[config.mk]
export PLATFORM = sky130hd
export DESIGN_NAME = nhif_top
export DESIGN_NICKNAME = d
export VERILOG_FILES = /design/src/rtl/nhif_pkg.sv /design/src/rtl/nhif_top.sv
export SDC_FILE = /design/constraint.sdc
export NUM_CORES = 2
export LEC_CHECK = 0
export BUFFER_PORTS_ARGS = -buffer_cell sky130_fd_sc_hd__buf_4
export CAP_MARGIN = 20
export CORE_AREA = 2 2 790 792
export CTS_CLUSTER_SIZE = 8
export DETAILED_ROUTE_END_ITERATION = 10
export DIE_AREA = 0 0 792 794
export SYNTH_ARGS = -nofsm -noshare
export SYNTH_HDL_FRONTEND = slang
export SYNTH_MEMORY_MAX_BITS = 65536
export SYNTH_SLANG_ARGS = --single-unit
[constraint.sdc]
create_clock -name i_sys_clk -period 3.7 [get_ports i_sys_clk]
set_input_delay 0.74 -clock i_sys_clk [delete_from_list [all_inputs] [get_ports i_sys_clk]]
set_output_delay 0.74 -clock i_sys_clk [all_outputs]
set_load 0.02 [all_outputs]
[src/rtl/nhif_pkg.sv]
package nhif_pkg;
    // register bus
    localparam int ADDR_W = 8;
    localparam int DATA_W = 8;
    // status and mask register offsets
    localparam logic [7:0] STAT_MAIN_ADDR = 8'h00;
    localparam logic [7:0] STAT_TNFC_ADDR = 8'h01;
    localparam logic [7:0] STAT_ERR_ADDR = 8'h02;
    localparam logic [7:0] STAT_PT_ADDR = 8'h03;
    localparam logic [7:0] MASK_MAIN_ADDR = 8'h04;
    localparam logic [7:0] MASK_TNFC_ADDR = 8'h05;
    localparam logic [7:0] MASK_ERR_ADDR = 8'h06;
    localparam logic [7:0] MASK_PT_ADDR = 8'h07;
    // buffer and control offsets
    localparam logic [7:0] FIFO_DATA_ADDR = 8'h08;
    localparam logic [7:0] FIFO_STAT1_ADDR = 8'h09;
    localparam logic [7:0] FIFO_STAT2_ADDR = 8'h0a;
    localparam logic [7:0] TX_LEN1_ADDR = 8'h0b;
    localparam logic [7:0] TX_LEN2_ADDR = 8'h0c;
    localparam logic [7:0] CMD_ADDR = 8'h0d;
    localparam logic [7:0] LMEM_BASE_ADDR = 8'h40;
    // command bits
    localparam int CMD_SET_DEFAULT_BIT = 0;
    localparam int CMD_STOP_ALL_BIT = 1;
    localparam int CMD_CLEAR_FIFO_BIT = 2;
    // second buffer status fields
    localparam int FSTAT2_CNT_HI_LSB = 0;
    localparam int FSTAT2_UNF_BIT = 4;
    localparam int FSTAT2_OVF_BIT = 5;
    // buffer geometry
    localparam int FIFO_DEPTH = 512;
    localparam int FIFO_PTR_W = 9;
    localparam int FIFO_CNT_W = 10;
    localparam logic [9:0] FIFO_FULL_CNT = 10'h200;
    localparam int TX_LEN_W = 10;
    // listen response memory layout
    localparam int LMEM_SIZE = 48;
    localparam logic [5:0] LMEM_LAST = 6'h2f;
    localparam logic [5:0] LMEM_ID_FIRST = 6'h00;
    localparam logic [5:0] LMEM_ID_LAST = 6'h09;
    localparam logic [5:0] LMEM_SENS_FIRST = 6'h0a;
    localparam logic [5:0] LMEM_SENS_LAST = 6'h0b;
    localparam logic [5:0] LMEM_TSN_FIRST = 6'h24;
    localparam logic [5:0] LMEM_TSN_LAST = 6'h2f;
    localparam logic [4:0] TSN_COUNT = 5'h18;
    localparam logic [4:0] TSN_LOW_LEFT = 5'h04;
    localparam logic [2:0] SLOT_MAX_BITS = 3'h4;
    // slot-low flag position in the passive listen status register
    localparam int PT_SLOT_LOW_BIT = 7;
    // reset values
    localparam logic [7:0] STAT_RST = 8'h00;
    localparam logic [7:0] MASK_RST = 8'h00;
    localparam logic [9:0] TX_LEN_RST = 10'h000;
endpackage

[src/rtl/nhif_top.sv]
`timescale 1ns/100ps
module nhif_top
(
    // clock, reset, enable
    input wire logic i_sys_clk,
    input wire logic i_rst_n,
    input wire logic i_clk_en,
    // register port
    input wire logic [7:0] i_addr,
    input wire logic [7:0] i_wdata,
    input wire logic i_wr,
    input wire logic i_rd,
    output logic [7:0] o_rdata,
    // interrupt event pulses
    input wire logic [7:0] i_ev_main,
    input wire logic [7:0] i_ev_tnfc,
    input wire logic [7:0] i_ev_err,
    input wire logic [7:0] i_ev_pt,
    // receive framer
    input wire logic i_rx_start,
    input wire logic i_rx_valid,
    input wire logic [7:0] i_rx_data,
    // transmit framer
    input wire logic i_tx_active,
    input wire logic i_tx_pop,
    output logic [7:0] o_tx_data,
    output logic [9:0] o_tx_len,
    // slot selection
    input wire logic i_slot_req,
    input wire logic [2:0] i_slot_bits,
    output logic [3:0] o_slot_num,
    // listen response memory readout
    input wire logic [5:0] i_lmem_addr,
    output logic [7:0] o_lmem_data,
    // interrupt pin
    output logic o_irq
);
    logic [7:0] stat [4];
    logic [7:0] mask [4];
    logic [7:0] ev [4];
    logic [7:0] fifo_mem [nhif_pkg::FIFO_DEPTH];
    logic [7:0] lmem [nhif_pkg::LMEM_SIZE];
    logic [8:0] wr_ptr;
    logic [8:0] rd_ptr;
    logic [9:0] fifo_cnt;
    logic ovf;
    logic unf;
    logic [9:0] tx_len;
    logic [4:0] tsn_idx;
    logic slot_low_ev;
    logic cmd_wr;
    logic clr_irq_all;
    logic fifo_reset;
    logic host_wr_fifo;
    logic host_rd_fifo;
    logic do_push;
    logic do_pop;
    logic fifo_empty;
    logic fifo_full;
    logic [7:0] pop_data;
    logic [7:0] next_rdata;
    logic next_irq;
    logic [5:0] lmem_wr_idx;
    logic [5:0] tsn_loc;
    logic [7:0] tsn_byte;
    logic [3:0] tsn_nib;
    logic [4:0] tsn_left;

    assign cmd_wr = i_wr && (i_addr == nhif_pkg::CMD_ADDR);
    assign clr_irq_all = cmd_wr && (i_wdata[nhif_pkg::CMD_SET_DEFAULT_BIT]
        || i_wdata[nhif_pkg::CMD_STOP_ALL_BIT] || i_wdata[nhif_pkg::CMD_CLEAR_FIFO_BIT]);
    assign fifo_reset = i_rx_start || (cmd_wr && (i_wdata[nhif_pkg::CMD_SET_DEFAULT_BIT]
        || i_wdata[nhif_pkg::CMD_CLEAR_FIFO_BIT]));

    // slot-low joins the passive listen group
    always_comb
    begin
        ev[0] = i_ev_main;
        ev[1] = i_ev_tnfc;
        ev[2] = i_ev_err;
        ev[3] = i_ev_pt;
        ev[3][nhif_pkg::PT_SLOT_LOW_BIT] = i_ev_pt[nhif_pkg::PT_SLOT_LOW_BIT] || slot_low_ev;
    end

    genvar g;
    generate
        for (g = 0; g < 4; g = g + 1)
        begin : g_grp
            always_ff @(posedge i_sys_clk or negedge i_rst_n)
            begin
                if (!i_rst_n)
                begin
                    stat[g] <= nhif_pkg::STAT_RST;
                end
                else if (i_clk_en)
                begin
                    if (clr_irq_all || (i_rd && i_addr == 8'(g)))
                    begin
                        stat[g] <= ev[g];
                    end
                    else
                    begin
                        stat[g] <= stat[g] | ev[g];
                    end
                end
            end

            always_ff @(posedge i_sys_clk or negedge i_rst_n)
            begin
                if (!i_rst_n)
                begin
                    mask[g] <= nhif_pkg::MASK_RST;
                end
                else if (i_clk_en && i_wr && i_addr == (nhif_pkg::MASK_MAIN_ADDR + 8'(g)))
                begin
                    mask[g] <= i_wdata;
                end
            end
        end
    endgenerate

    // irq from next status and mask
    always_comb
    begin
        logic [7:0] ns;
        logic [7:0] nm;
        ns = 8'h00;
        nm = 8'h00;
        next_irq = 1'b0;
        for (int k = 0; k < 4; k++)
        begin
            ns = stat[k] | ev[k];
            nm = mask[k];
            if (clr_irq_all || (i_rd && i_addr == 8'(k)))
            begin
                ns = ev[k];
            end
            if (i_wr && i_addr == (nhif_pkg::MASK_MAIN_ADDR + 8'(k)))
            begin
                nm = i_wdata;
            end
            next_irq = next_irq || |(ns & ~nm);
        end
    end

    always_ff @(posedge i_sys_clk or negedge i_rst_n)
    begin
        if (!i_rst_n)
        begin
            o_irq <= 1'b0;
        end
        else if (i_clk_en)
        begin
            o_irq <= next_irq;
        end
    end

    // receive data takes the write side over the host in each cycle with i_rx_valid
    assign host_wr_fifo = i_wr && (i_addr == nhif_pkg::FIFO_DATA_ADDR) && !i_rx_valid;
    assign host_rd_fifo = i_rd && (i_addr == nhif_pkg::FIFO_DATA_ADDR) && !i_tx_pop;
    assign fifo_empty = (fifo_cnt == 10'h000);
    assign fifo_full = (fifo_cnt == nhif_pkg::FIFO_FULL_CNT);
    assign do_push = (i_rx_valid || host_wr_fifo) && !fifo_full && !fifo_reset;
    assign do_pop = (i_tx_pop || host_rd_fifo) && !fifo_empty && !fifo_reset;
    assign pop_data = fifo_empty ? 8'h00 : fifo_mem[rd_ptr];

    always_ff @(posedge i_sys_clk)
    begin
        if (i_clk_en && do_push)
        begin
            fifo_mem[wr_ptr] <= i_rx_valid ? i_rx_data : i_wdata;
        end
    end

    always_ff @(posedge i_sys_clk or negedge i_rst_n)
    begin
        if (!i_rst_n)
        begin
            wr_ptr <= 9'h000;
            rd_ptr <= 9'h000;
            fifo_cnt <= 10'h000;
        end
        else if (i_clk_en)
        begin
            if (fifo_reset)
            begin
                wr_ptr <= 9'h000;
                rd_ptr <= 9'h000;
                fifo_cnt <= 10'h000;
            end
            else
            begin
                if (do_push)
                begin
                    wr_ptr <= wr_ptr + 9'h001;
                end
                if (do_pop)
                begin
                    rd_ptr <= rd_ptr + 9'h001;
                end
                if (do_push && !do_pop)
                begin
                    fifo_cnt <= fifo_cnt + 10'h001;
                end
                else if (do_pop && !do_push)
                begin
                    fifo_cnt <= fifo_cnt - 10'h001;
                end
            end
        end
    end

    always_ff @(posedge i_sys_clk or negedge i_rst_n)
    begin
        if (!i_rst_n)
        begin
            ovf <= 1'b0;
            unf <= 1'b0;
        end
        else if (i_clk_en)
        begin
            if (fifo_reset)
            begin
                ovf <= 1'b0;
                unf <= 1'b0;
            end
            else
            begin
                if ((i_rx_valid || host_wr_fifo) && fifo_full)
                begin
                    ovf <= 1'b1;
                end
                // a late transmit byte shows as a framer pop on empty
                if ((i_tx_pop && i_tx_active && fifo_empty) || (host_rd_fifo && fifo_empty))
                begin
                    unf <= 1'b1;
                end
            end
        end
    end

    // transmit byte count and framer byte
    always_ff @(posedge i_sys_clk or negedge i_rst_n)
    begin
        if (!i_rst_n)
        begin
            tx_len <= nhif_pkg::TX_LEN_RST;
        end
        else if (i_clk_en && i_wr)
        begin
            if (i_addr == nhif_pkg::TX_LEN1_ADDR)
            begin
                tx_len[7:0] <= i_wdata;
            end
            else if (i_addr == nhif_pkg::TX_LEN2_ADDR)
            begin
                tx_len[9:8] <= i_wdata[1:0];
            end
        end
    end

    assign o_tx_len = tx_len;

    always_ff @(posedge i_sys_clk or negedge i_rst_n)
    begin
        if (!i_rst_n)
        begin
            o_tx_data <= 8'h00;
        end
        else if (i_clk_en && i_tx_pop)
        begin
            o_tx_data <= fifo_reset ? 8'h00 : pop_data;
        end
    end

    // listen response memory, host writes by location
    assign lmem_wr_idx = i_addr[5:0];

    always_ff @(posedge i_sys_clk)
    begin
        if (i_clk_en && i_wr && i_addr >= nhif_pkg::LMEM_BASE_ADDR
            && lmem_wr_idx <= nhif_pkg::LMEM_LAST && i_addr[7:6] == 2'b01)
        begin
            lmem[lmem_wr_idx] <= i_wdata;
        end
    end

    always_ff @(posedge i_sys_clk or negedge i_rst_n)
    begin
        if (!i_rst_n)
        begin
            o_lmem_data <= 8'h00;
        end
        else if (i_clk_en)
        begin
            o_lmem_data <= (i_lmem_addr <= nhif_pkg::LMEM_LAST) ? lmem[i_lmem_addr] : 8'h00;
        end
    end

    // two slot numbers per location, high nibble first
    assign tsn_loc = nhif_pkg::LMEM_TSN_FIRST + {2'b00, tsn_idx[4:1]};
    assign tsn_byte = lmem[tsn_loc];
    assign tsn_nib = tsn_idx[0] ? tsn_byte[3:0] : tsn_byte[7:4];
    assign tsn_left = nhif_pkg::TSN_COUNT - tsn_idx - 5'h01;

    // sequential use, index restarts on reload
    always_ff @(posedge i_sys_clk or negedge i_rst_n)
    begin
        if (!i_rst_n)
        begin
            tsn_idx <= 5'h00;
            slot_low_ev <= 1'b0;
        end
        else if (i_clk_en)
        begin
            slot_low_ev <= 1'b0;
            if (i_wr && i_addr == (nhif_pkg::LMEM_BASE_ADDR + {2'b00, nhif_pkg::LMEM_TSN_FIRST}))
            begin
                tsn_idx <= 5'h00;
            end
            else if (i_slot_req)
            begin
                tsn_idx <= (tsn_left == 5'h00) ? 5'h00 : tsn_idx + 5'h01;
                if (tsn_left == nhif_pkg::TSN_LOW_LEFT)
                begin
                    slot_low_ev <= 1'b1;
                end
            end
        end
    end

    always_ff @(posedge i_sys_clk or negedge i_rst_n)
    begin
        if (!i_rst_n)
        begin
            o_slot_num <= 4'h0;
        end
        else if (i_clk_en && i_slot_req)
        begin
            if (i_slot_bits >= nhif_pkg::SLOT_MAX_BITS)
            begin
                o_slot_num <= tsn_nib;
            end
            else
            begin
                o_slot_num <= tsn_nib >> (3'h4 - i_slot_bits);
            end
        end
    end

    // read mux, data one cycle later
    always_comb
    begin
        next_rdata = 8'h00;
        unique case (i_addr)
            nhif_pkg::STAT_MAIN_ADDR: next_rdata = stat[0];
            nhif_pkg::STAT_TNFC_ADDR: next_rdata = stat[1];
            nhif_pkg::STAT_ERR_ADDR: next_rdata = stat[2];
            nhif_pkg::STAT_PT_ADDR: next_rdata = stat[3];
            nhif_pkg::MASK_MAIN_ADDR: next_rdata = mask[0];
            nhif_pkg::MASK_TNFC_ADDR: next_rdata = mask[1];
            nhif_pkg::MASK_ERR_ADDR: next_rdata = mask[2];
            nhif_pkg::MASK_PT_ADDR: next_rdata = mask[3];
            nhif_pkg::FIFO_DATA_ADDR: next_rdata = i_tx_pop ? 8'h00 : pop_data;
            nhif_pkg::FIFO_STAT1_ADDR: next_rdata = fifo_cnt[7:0];
            nhif_pkg::FIFO_STAT2_ADDR:
            begin
                next_rdata[nhif_pkg::FSTAT2_CNT_HI_LSB +: 2] = fifo_cnt[9:8];
                next_rdata[nhif_pkg::FSTAT2_UNF_BIT] = unf;
                next_rdata[nhif_pkg::FSTAT2_OVF_BIT] = ovf;
            end
            nhif_pkg::TX_LEN1_ADDR: next_rdata = tx_len[7:0];
            nhif_pkg::TX_LEN2_ADDR: next_rdata = {6'h00, tx_len[9:8]};
            default:
            begin
                if (i_addr[7:6] == 2'b01 && i_addr[5:0] <= nhif_pkg::LMEM_LAST)
                begin
                    next_rdata = lmem[i_addr[5:0]];
                end
            end
        endcase
    end

    always_ff @(posedge i_sys_clk or negedge i_rst_n)
    begin
        if (!i_rst_n)
        begin
            o_rdata <= 8'h00;
        end
        else if (i_clk_en)
        begin
            o_rdata <= i_rd ? next_rdata : 8'h00;
        end
    end
endmodule

Word level (Yosys, flattened, before mapping):

Memory sizes are Yosys's and may differ from the RTL's.
Index checks and enable logic that the tools add are counted.

* add/sub/neg operators: 9
* order comparisons: 4
* equal/unequal tests: 17
* shifts and indexed selects: 1
* multiplexer cells: 42
* bitwise gates (word level): 13
* reductions and logical operators: 82

Operators with widths (number)
* 2-to-1 mux 8 bit: 15
* case mux 2 bit (13 select lines): 2
* == test 8 x 4 -> 1 bit, second input constant: 6
* case mux 2 bit (12 select lines): 2
* logical AND 1 bit: 38
* 2-to-1 mux 9 bit: 4
* AND 8 bit: 4
* == test 8 x 3 -> 1 bit, second input constant: 4
* inverter 8 bit: 4
* OR 8 bit: 4
* OR reduction 8 bit: 4
* 2-to-1 mux 10 bit: 3
* adder 9 x 1 -> 9 bit, second input constant: 2
* == test 8 x 2 -> 1 bit, second input constant: 2
* logical OR 1 bit: 15
* 2-to-1 mux 5 bit: 3
* AND reduction 2 bit: 7
* <= comparator 6 bit, second input constant: 2
* 2-to-1 mux 1 bit: 11
* adder 10 x 1 -> 10 bit, second input constant: 1
* == test 10 bit, second input constant: 1
* zero test 10 bit: 1
* nonzero test 2 bit: 5
* subtractor 10 x 1 -> 10 bit, second input constant: 1
* 20 further kinds: 27

* register bits after elaboration: 139
* RAM bits: 4480
* input bits: 75
* output and inout port bits: 39
* logic and storage cells: 192
* memories kept: 2

Memories
* fifo_mem: words 512, width 8, rd ports 1, clocked after memory_dff 0, write ports 1, RTL line nhif_top.sv:41 `logic [7:0] fifo_mem [nhif_pkg::FIFO_DEPTH];`
* lmem: words 48, width 8, rd ports 3, clocked after memory_dff 0, write ports 1, RTL line nhif_top.sv:42 `logic [7:0] lmem [nhif_pkg::LMEM_SIZE];`

Depth between registers and ports, before layout:

* word-level depth: 11
* depth in mapped cells: 15

Worst setup path after synthesis:

OpenSTA, ideal clock, no wires.

* path type: input-to-reg
* start point: input port i_rx_valid
* end point: memory fifo_mem[0][2] (data pin)
* arrival: 4601 ps
* data required time: 2786 ps
* slack: -1814 ps
* stages on the path: 2
* cell sequence: clkbuf_1 > mux2_2

* cells in the longest elaborated chain, start to end: 1

RTL lines
* start: declaration: RTL line nhif_top.sv:21 `input wire logic i_rx_valid,`
* 2-to-1 mux 8 bit: RTL line nhif_top.sv:171 `fifo_mem[wr_ptr] <= i_rx_valid ? i_rx_data : i_wdata;`
* end: declaration: RTL line nhif_top.sv:41

No other way between the ends.

Final worst setup path:

* start point: register rd_ptr[4]
* end point: register o_rdata[3]

* cells in the longest elaborated chain, start to end: 5

RTL lines
* start: declaration: RTL line nhif_top.sv:44 `logic [8:0] rd_ptr;`
* start signal: assignment: RTL line nhif_top.sv:199 `rd_ptr <= rd_ptr + 9'h001;`
* memory read (512 x 8 bit)
* 2-to-1 mux 8 bit: RTL line nhif_top.sv:165 `assign pop_data = fifo_empty ? 8'h00 : fifo_mem[rd_ptr];`
* 2-to-1 mux 8 bit: RTL line nhif_top.sv:364 `nhif_pkg::FIFO_DATA_ADDR: next_rdata = i_tx_pop ? 8'h00 : pop_data;`
* case mux 2 bit (12 select lines): RTL line nhif_top.sv:355 `unique case (i_addr)`
* 2-to-1 mux 8 bit: RTL line nhif_top.sv:392 `o_rdata <= i_rd ? next_rdata : 8'h00;`
* end signal: assignment: RTL line nhif_top.sv:392
* end: declaration: RTL line nhif_top.sv:13 `output logic [7:0] o_rdata,`

No other way between the ends.
A chain may end at the register's enable or synchronous reset.

==> flow_metrics.tcl <==
set metrics [dict create \
    drtIter0Drc 13510 \
    synthCells 8957 \
    synth_nets 9049 \
    routedWlPerCell_um 28.67 \
    cp_slowest_cell "nor2_1" \
    cts.sinks 4619 \
    synth_cell_type_count 88 \
    end_kind "register" \
    synth_top_family_by_area "multiplexers" \
    clock-root-buffer "clkbuf_16" \
    status "finished, violations left" \
    num_rows 290 \
    cpPeakStageDelay_ns 0.77 \
    drc_errors 0 \
    finalHoldViolations 0 \
    gp_congestion 0.8877 \
    htree_levels 6 \
    synth_compound_area_frac 0.02684 \
    synth-simple-area-share 0.03095 \
    clk_pin_slew_ns 0.05 \
    track_usage 0.1702 \
    syn2layout_area_growth_pct 24.00 \
    grt_overflow_total 0 \
    violations "setup timing" \
    synth_edf_count 4480 \
    cp.arrival_ns 4.91 \
    dp.cells 18420 \
    ys.flop_type "edfxtp_1" \
    numPortBuffers 113 \
    min_from "i_wdata[4]" \
    hpwl_um 354700 \
    start_kind "register" \
    crit_path_cell_trace "buf_4 -> inv_2 -> buf_4 -> nand2_1 -> nor2_1 -> a2111oi_4 -> buf_4 -> nand2_2 -> o32ai_4 -> buf_6 -> nand2b_4 -> a31oi_1" \
    synth.area.mux_share 0.1799 \
    cts_tree "done" \
    finalCriticalPeriod_ns 3.914 \
    routed_via_density 5.250 \
    regToRegEndpoint "o_rdata[3]$_DFFE_PN0P_" \
    worst_pin_slew_ns 1.108 \
    r2r_slack_ns -0.21 \
    dp_slack_ns -1.480 \
    core_area_um2 621200 \
    peakVddDrop_v 0.0005638 \
    synthesis.area_um2 185600 \
    num_vias 102000 \
    p_leak_nw 75.40 \
    grt_first_pass_wirelength_um 775800 \
    ant_nets 0 \
    nNetsFinal 11030 \
    clk_latency_ns 1.09 \
    max_freq_mhz 255.5 \
    yosys_warnings 0 \
    max_slew_margin 0.2617 \
    skew_ns 0.07114 \
    reg2regPathDepth 12 \
    synthArstFlopShare 0.03009 \
    hold_depth 2 \
    final_max_slew_viol_count 0 \
    firstDrtPassIters 6 \
    holdPathEnd "mask[28]$_DFFE_PN0P_" \
    post-route-period-util 1.058 \
    cap_violations 0 \
    yosys.area_share.adder 0.001187 \
    synth_seq_cells 4619 \
    initial_utilization 0.2987 \
    drive_above_1_share 0.3775 \
    crit_top_cell "buf_4" \
    ys_seq_area_frac 0.7436 \
    clockBufferDepth 4 \
    wirelength_um 557100 \
    crit_path_max_fanout 19 \
    design_area_um2 230100 \
    worstHoldPathType "in -> reg" \
    ioPinCount 114 \
    die_w_um 792 \
    finalSetupViolations 11 \
    grt_pass1_vias 101400 \
    chipHeight_um 794 \
    grt_antenna_before_repair 19 \
    instances_no_fill 19430 \
    die-area_um2 628800 \
    synth_xor_area_frac 0.0005663 \
    rr_startpoint "rd_ptr[4]$_DFFE_PN0P_" \
    rsz0062_at_grt "true" \
    grt_max_degree 111 \
    timing.final.ws_setup_ns -0.2137 \
    cp_data_required_time_ns 4.70 \
    placed_area_um2 208400 \
    syn_avg_cell_area_um2 20.72 \
    path_class "reg -> reg" \
    powerDensity_nw_per_um2 577.0 \
    cts_buffers 648 \
]
[logic make-up (layout without fill, tap and decap cells)]
logic type,after synthesis,after routing
DFF,4619,4619
muxes,1684,1684
and+or+nand+nor,1333,1333
AOI/OAI and AO/OA,702,702
buffers and inverters,590,2720
adders and majority gates,17,17
xor gates and xnor gates,12,12
other,0,21
[cell type report]
type | instances | area (um2)
repair buffers | 1903 | 18130
clock inverters | 49 | 747.0
flip-flops and latches | 4619 | 138000
diodes | 21 | 52.55
inverters | 17 | 77.57
multi-input cells | 3748 | 45780
clock buffers | 751 | 16890
fillers | 56450 | 391100
well taps | 8322 | 10410
[cells in the mapped netlist, types with 12 or more instances]
| library cell | count | share of area |
|---|---|---|
| edfxtp_1 | 4480 | 0.72 |
| mux4_2 | 1308 | 0.16 |
| nor2_1 | 656 | 0.013 |
| nand2_1 | 374 | 0.0076 |
| clkbuf_1 | 287 | 0.0058 |
| mux2i_1 | 264 | 0.014 |
| dfrtp_1 | 139 | 0.019 |
| a21oi_1 | 134 | 0.0036 |
| mux2_2 | 111 | 0.0067 |
| buf_2 | 110 | 0.0030 |
| a22oi_1 | 99 | 0.0040 |
| nand3_1 | 79 | 0.0021 |
| o21ai_0 | 69 | 0.0019 |
| buf_4 | 67 | 0.0027 |
| o22ai_1 | 57 | 0.0019 |
| a22o_1 | 52 | 0.0025 |
| buf_6 | 51 | 0.0031 |
| buf_1 | 45 | 0.00091 |
| a32oi_1 | 44 | 0.0021 |
| a31oi_1 | 40 | 0.0013 |
| a221oi_1 | 35 | 0.0017 |
| nor3_1 | 30 | 0.00081 |
| nand2b_1 | 26 | 0.00088 |
| nor2b_1 | 26 | 0.00088 |
| o221ai_1 | 25 | 0.0012 |
| nand4_1 | 23 | 0.00078 |
| and3_1 | 22 | 0.00074 |
| a211oi_1 | 21 | 0.00085 |
| ha_1 | 16 | 0.0011 |
| inv_1 | 15 | 0.00030 |
| o31ai_1 | 14 | 0.00057 |
| or2_2 | 14 | 0.00047 |
| nor4_1 | 13 | 0.00044 |
| o211ai_1 | 13 | 0.00053 |
| a2111oi_0 | 12 | 0.00057 |
[critical path, delay by kind of cell, from the launching register on]
kind / cells / cell delay, ns
DFF: 1 / 0.60
buffers and inverters: 5 / 1.41
and+or+nand+nor: 4 / 1.27
AOI/OAI and AO/OA: 3 / 0.52
[flip-flops by register name, indices dropped and copies added (netlist names), 5 cells and up]
register	cells
fifo_cnt	10
fifo_mem	4096
lmem	384
mask	32
o_lmem_data	8
o_rdata	8
o_tx_data	8
o_tx_len	10
rd_ptr	9
stat	32
tsn_idx	5
wr_ptr	9
[worst max-delay path by stage]
| stage | startpoint | endpoint | slack [ns] | depth (start not counted) |
|---|---|---|---|---|
| 2_1_floorplan | i_rx_valid | fifo_mem[0][0]$_DFFE_PP_ | -0.16 | 2 |
| 5_1_grt | rd_ptr[0]$_DFFE_PN0P_ | o_rdata[0]$_DFFE_PN0P_ | -0.20 | 11 |
| 3_3_place_gp | rd_ptr[0]$_DFFE_PN0P_ | o_rdata[3]$_DFFE_PN0P_ | -1.47 | 13 |
| 6_report | rd_ptr[4]$_DFFE_PN0P_ | o_rdata[3]$_DFFE_PN0P_ | -0.21 | 12 |
| 4_1_cts | rd_ptr[0]$_DFFE_PN0P_ | o_rdata[3]$_DFFE_PN0P_ | -0.16 | 14 |
| 3_5_place_dp | rd_ptr[0]$_DFFE_PN0P_ | o_rdata[3]$_DFFE_PN0P_ | -1.48 | 13 |
[cell usage in the layout, fill, tap and decap left out, types with 23 or more instances in the layout]
cell type,count
a21oi_1,125
a221oi_1,29
a22o_1,52
a22oi_1,92
a31oi_1,38
a32oi_1,42
buf_12,173
buf_16,32
buf_4,1577
buf_6,39
clkbuf_1,89
clkbuf_16,678
dfrtp_1,130
dlygate4sd3_1,38
edfxtp_1,4480
mux2_2,102
mux2i_1,261
mux4_2,1308
nand2_1,360
nand2b_1,24
nand3_1,74
nand4_1,23
nor2_1,636
nor3_1,25
o21ai_0,62
o22ai_1,47
[through the flow]
step / setup TNS (ns) / power (mW) / hold WS [ns] / util
detailed placement: -1215.39 / 78.34 / 0.4861 / 0.3356
CTS: -0.8467 / 132.6 / 0.002827 / 0.3676
global placement: -1412.43 / 78.28 / 0.4756 / 0.3355
floorplan: -650.08 / 70.75 / 0.4444 / -
finish: -1.064 / 132.8 / 0.08428 / 0.3704
global route: -1.184 / 136.5 / 0.04451 / 0.3704
[routing by layer]
metal	track usage	routed length [um]
met5	0	30
met4	0.05545	20240
met3	0.03870	55360
met2	0.2637	254900
met1	0.2377	226500
[power breakdown]
group	switching, mW	internal (mW)
registers	0.317	58.0
logic	11.5	9.78
clock network	21.4	31.7
total	33.2	99.5
[timing repair]
| item | 4_1_cts | 5_1_grt |
|---|---|---|
| hold buffers | 38 | 0 |
| resized for setup | 176 | 122 |
| buffers inserted | 41 | 77 |
| hold endpoints to repair | 130 | 0 |
| pin swaps | 27 | 48 |
| setup endpoints to repair | 20 | 19 |
| cloned | 21 | 17 |
(Power assumes the default switching activity.)
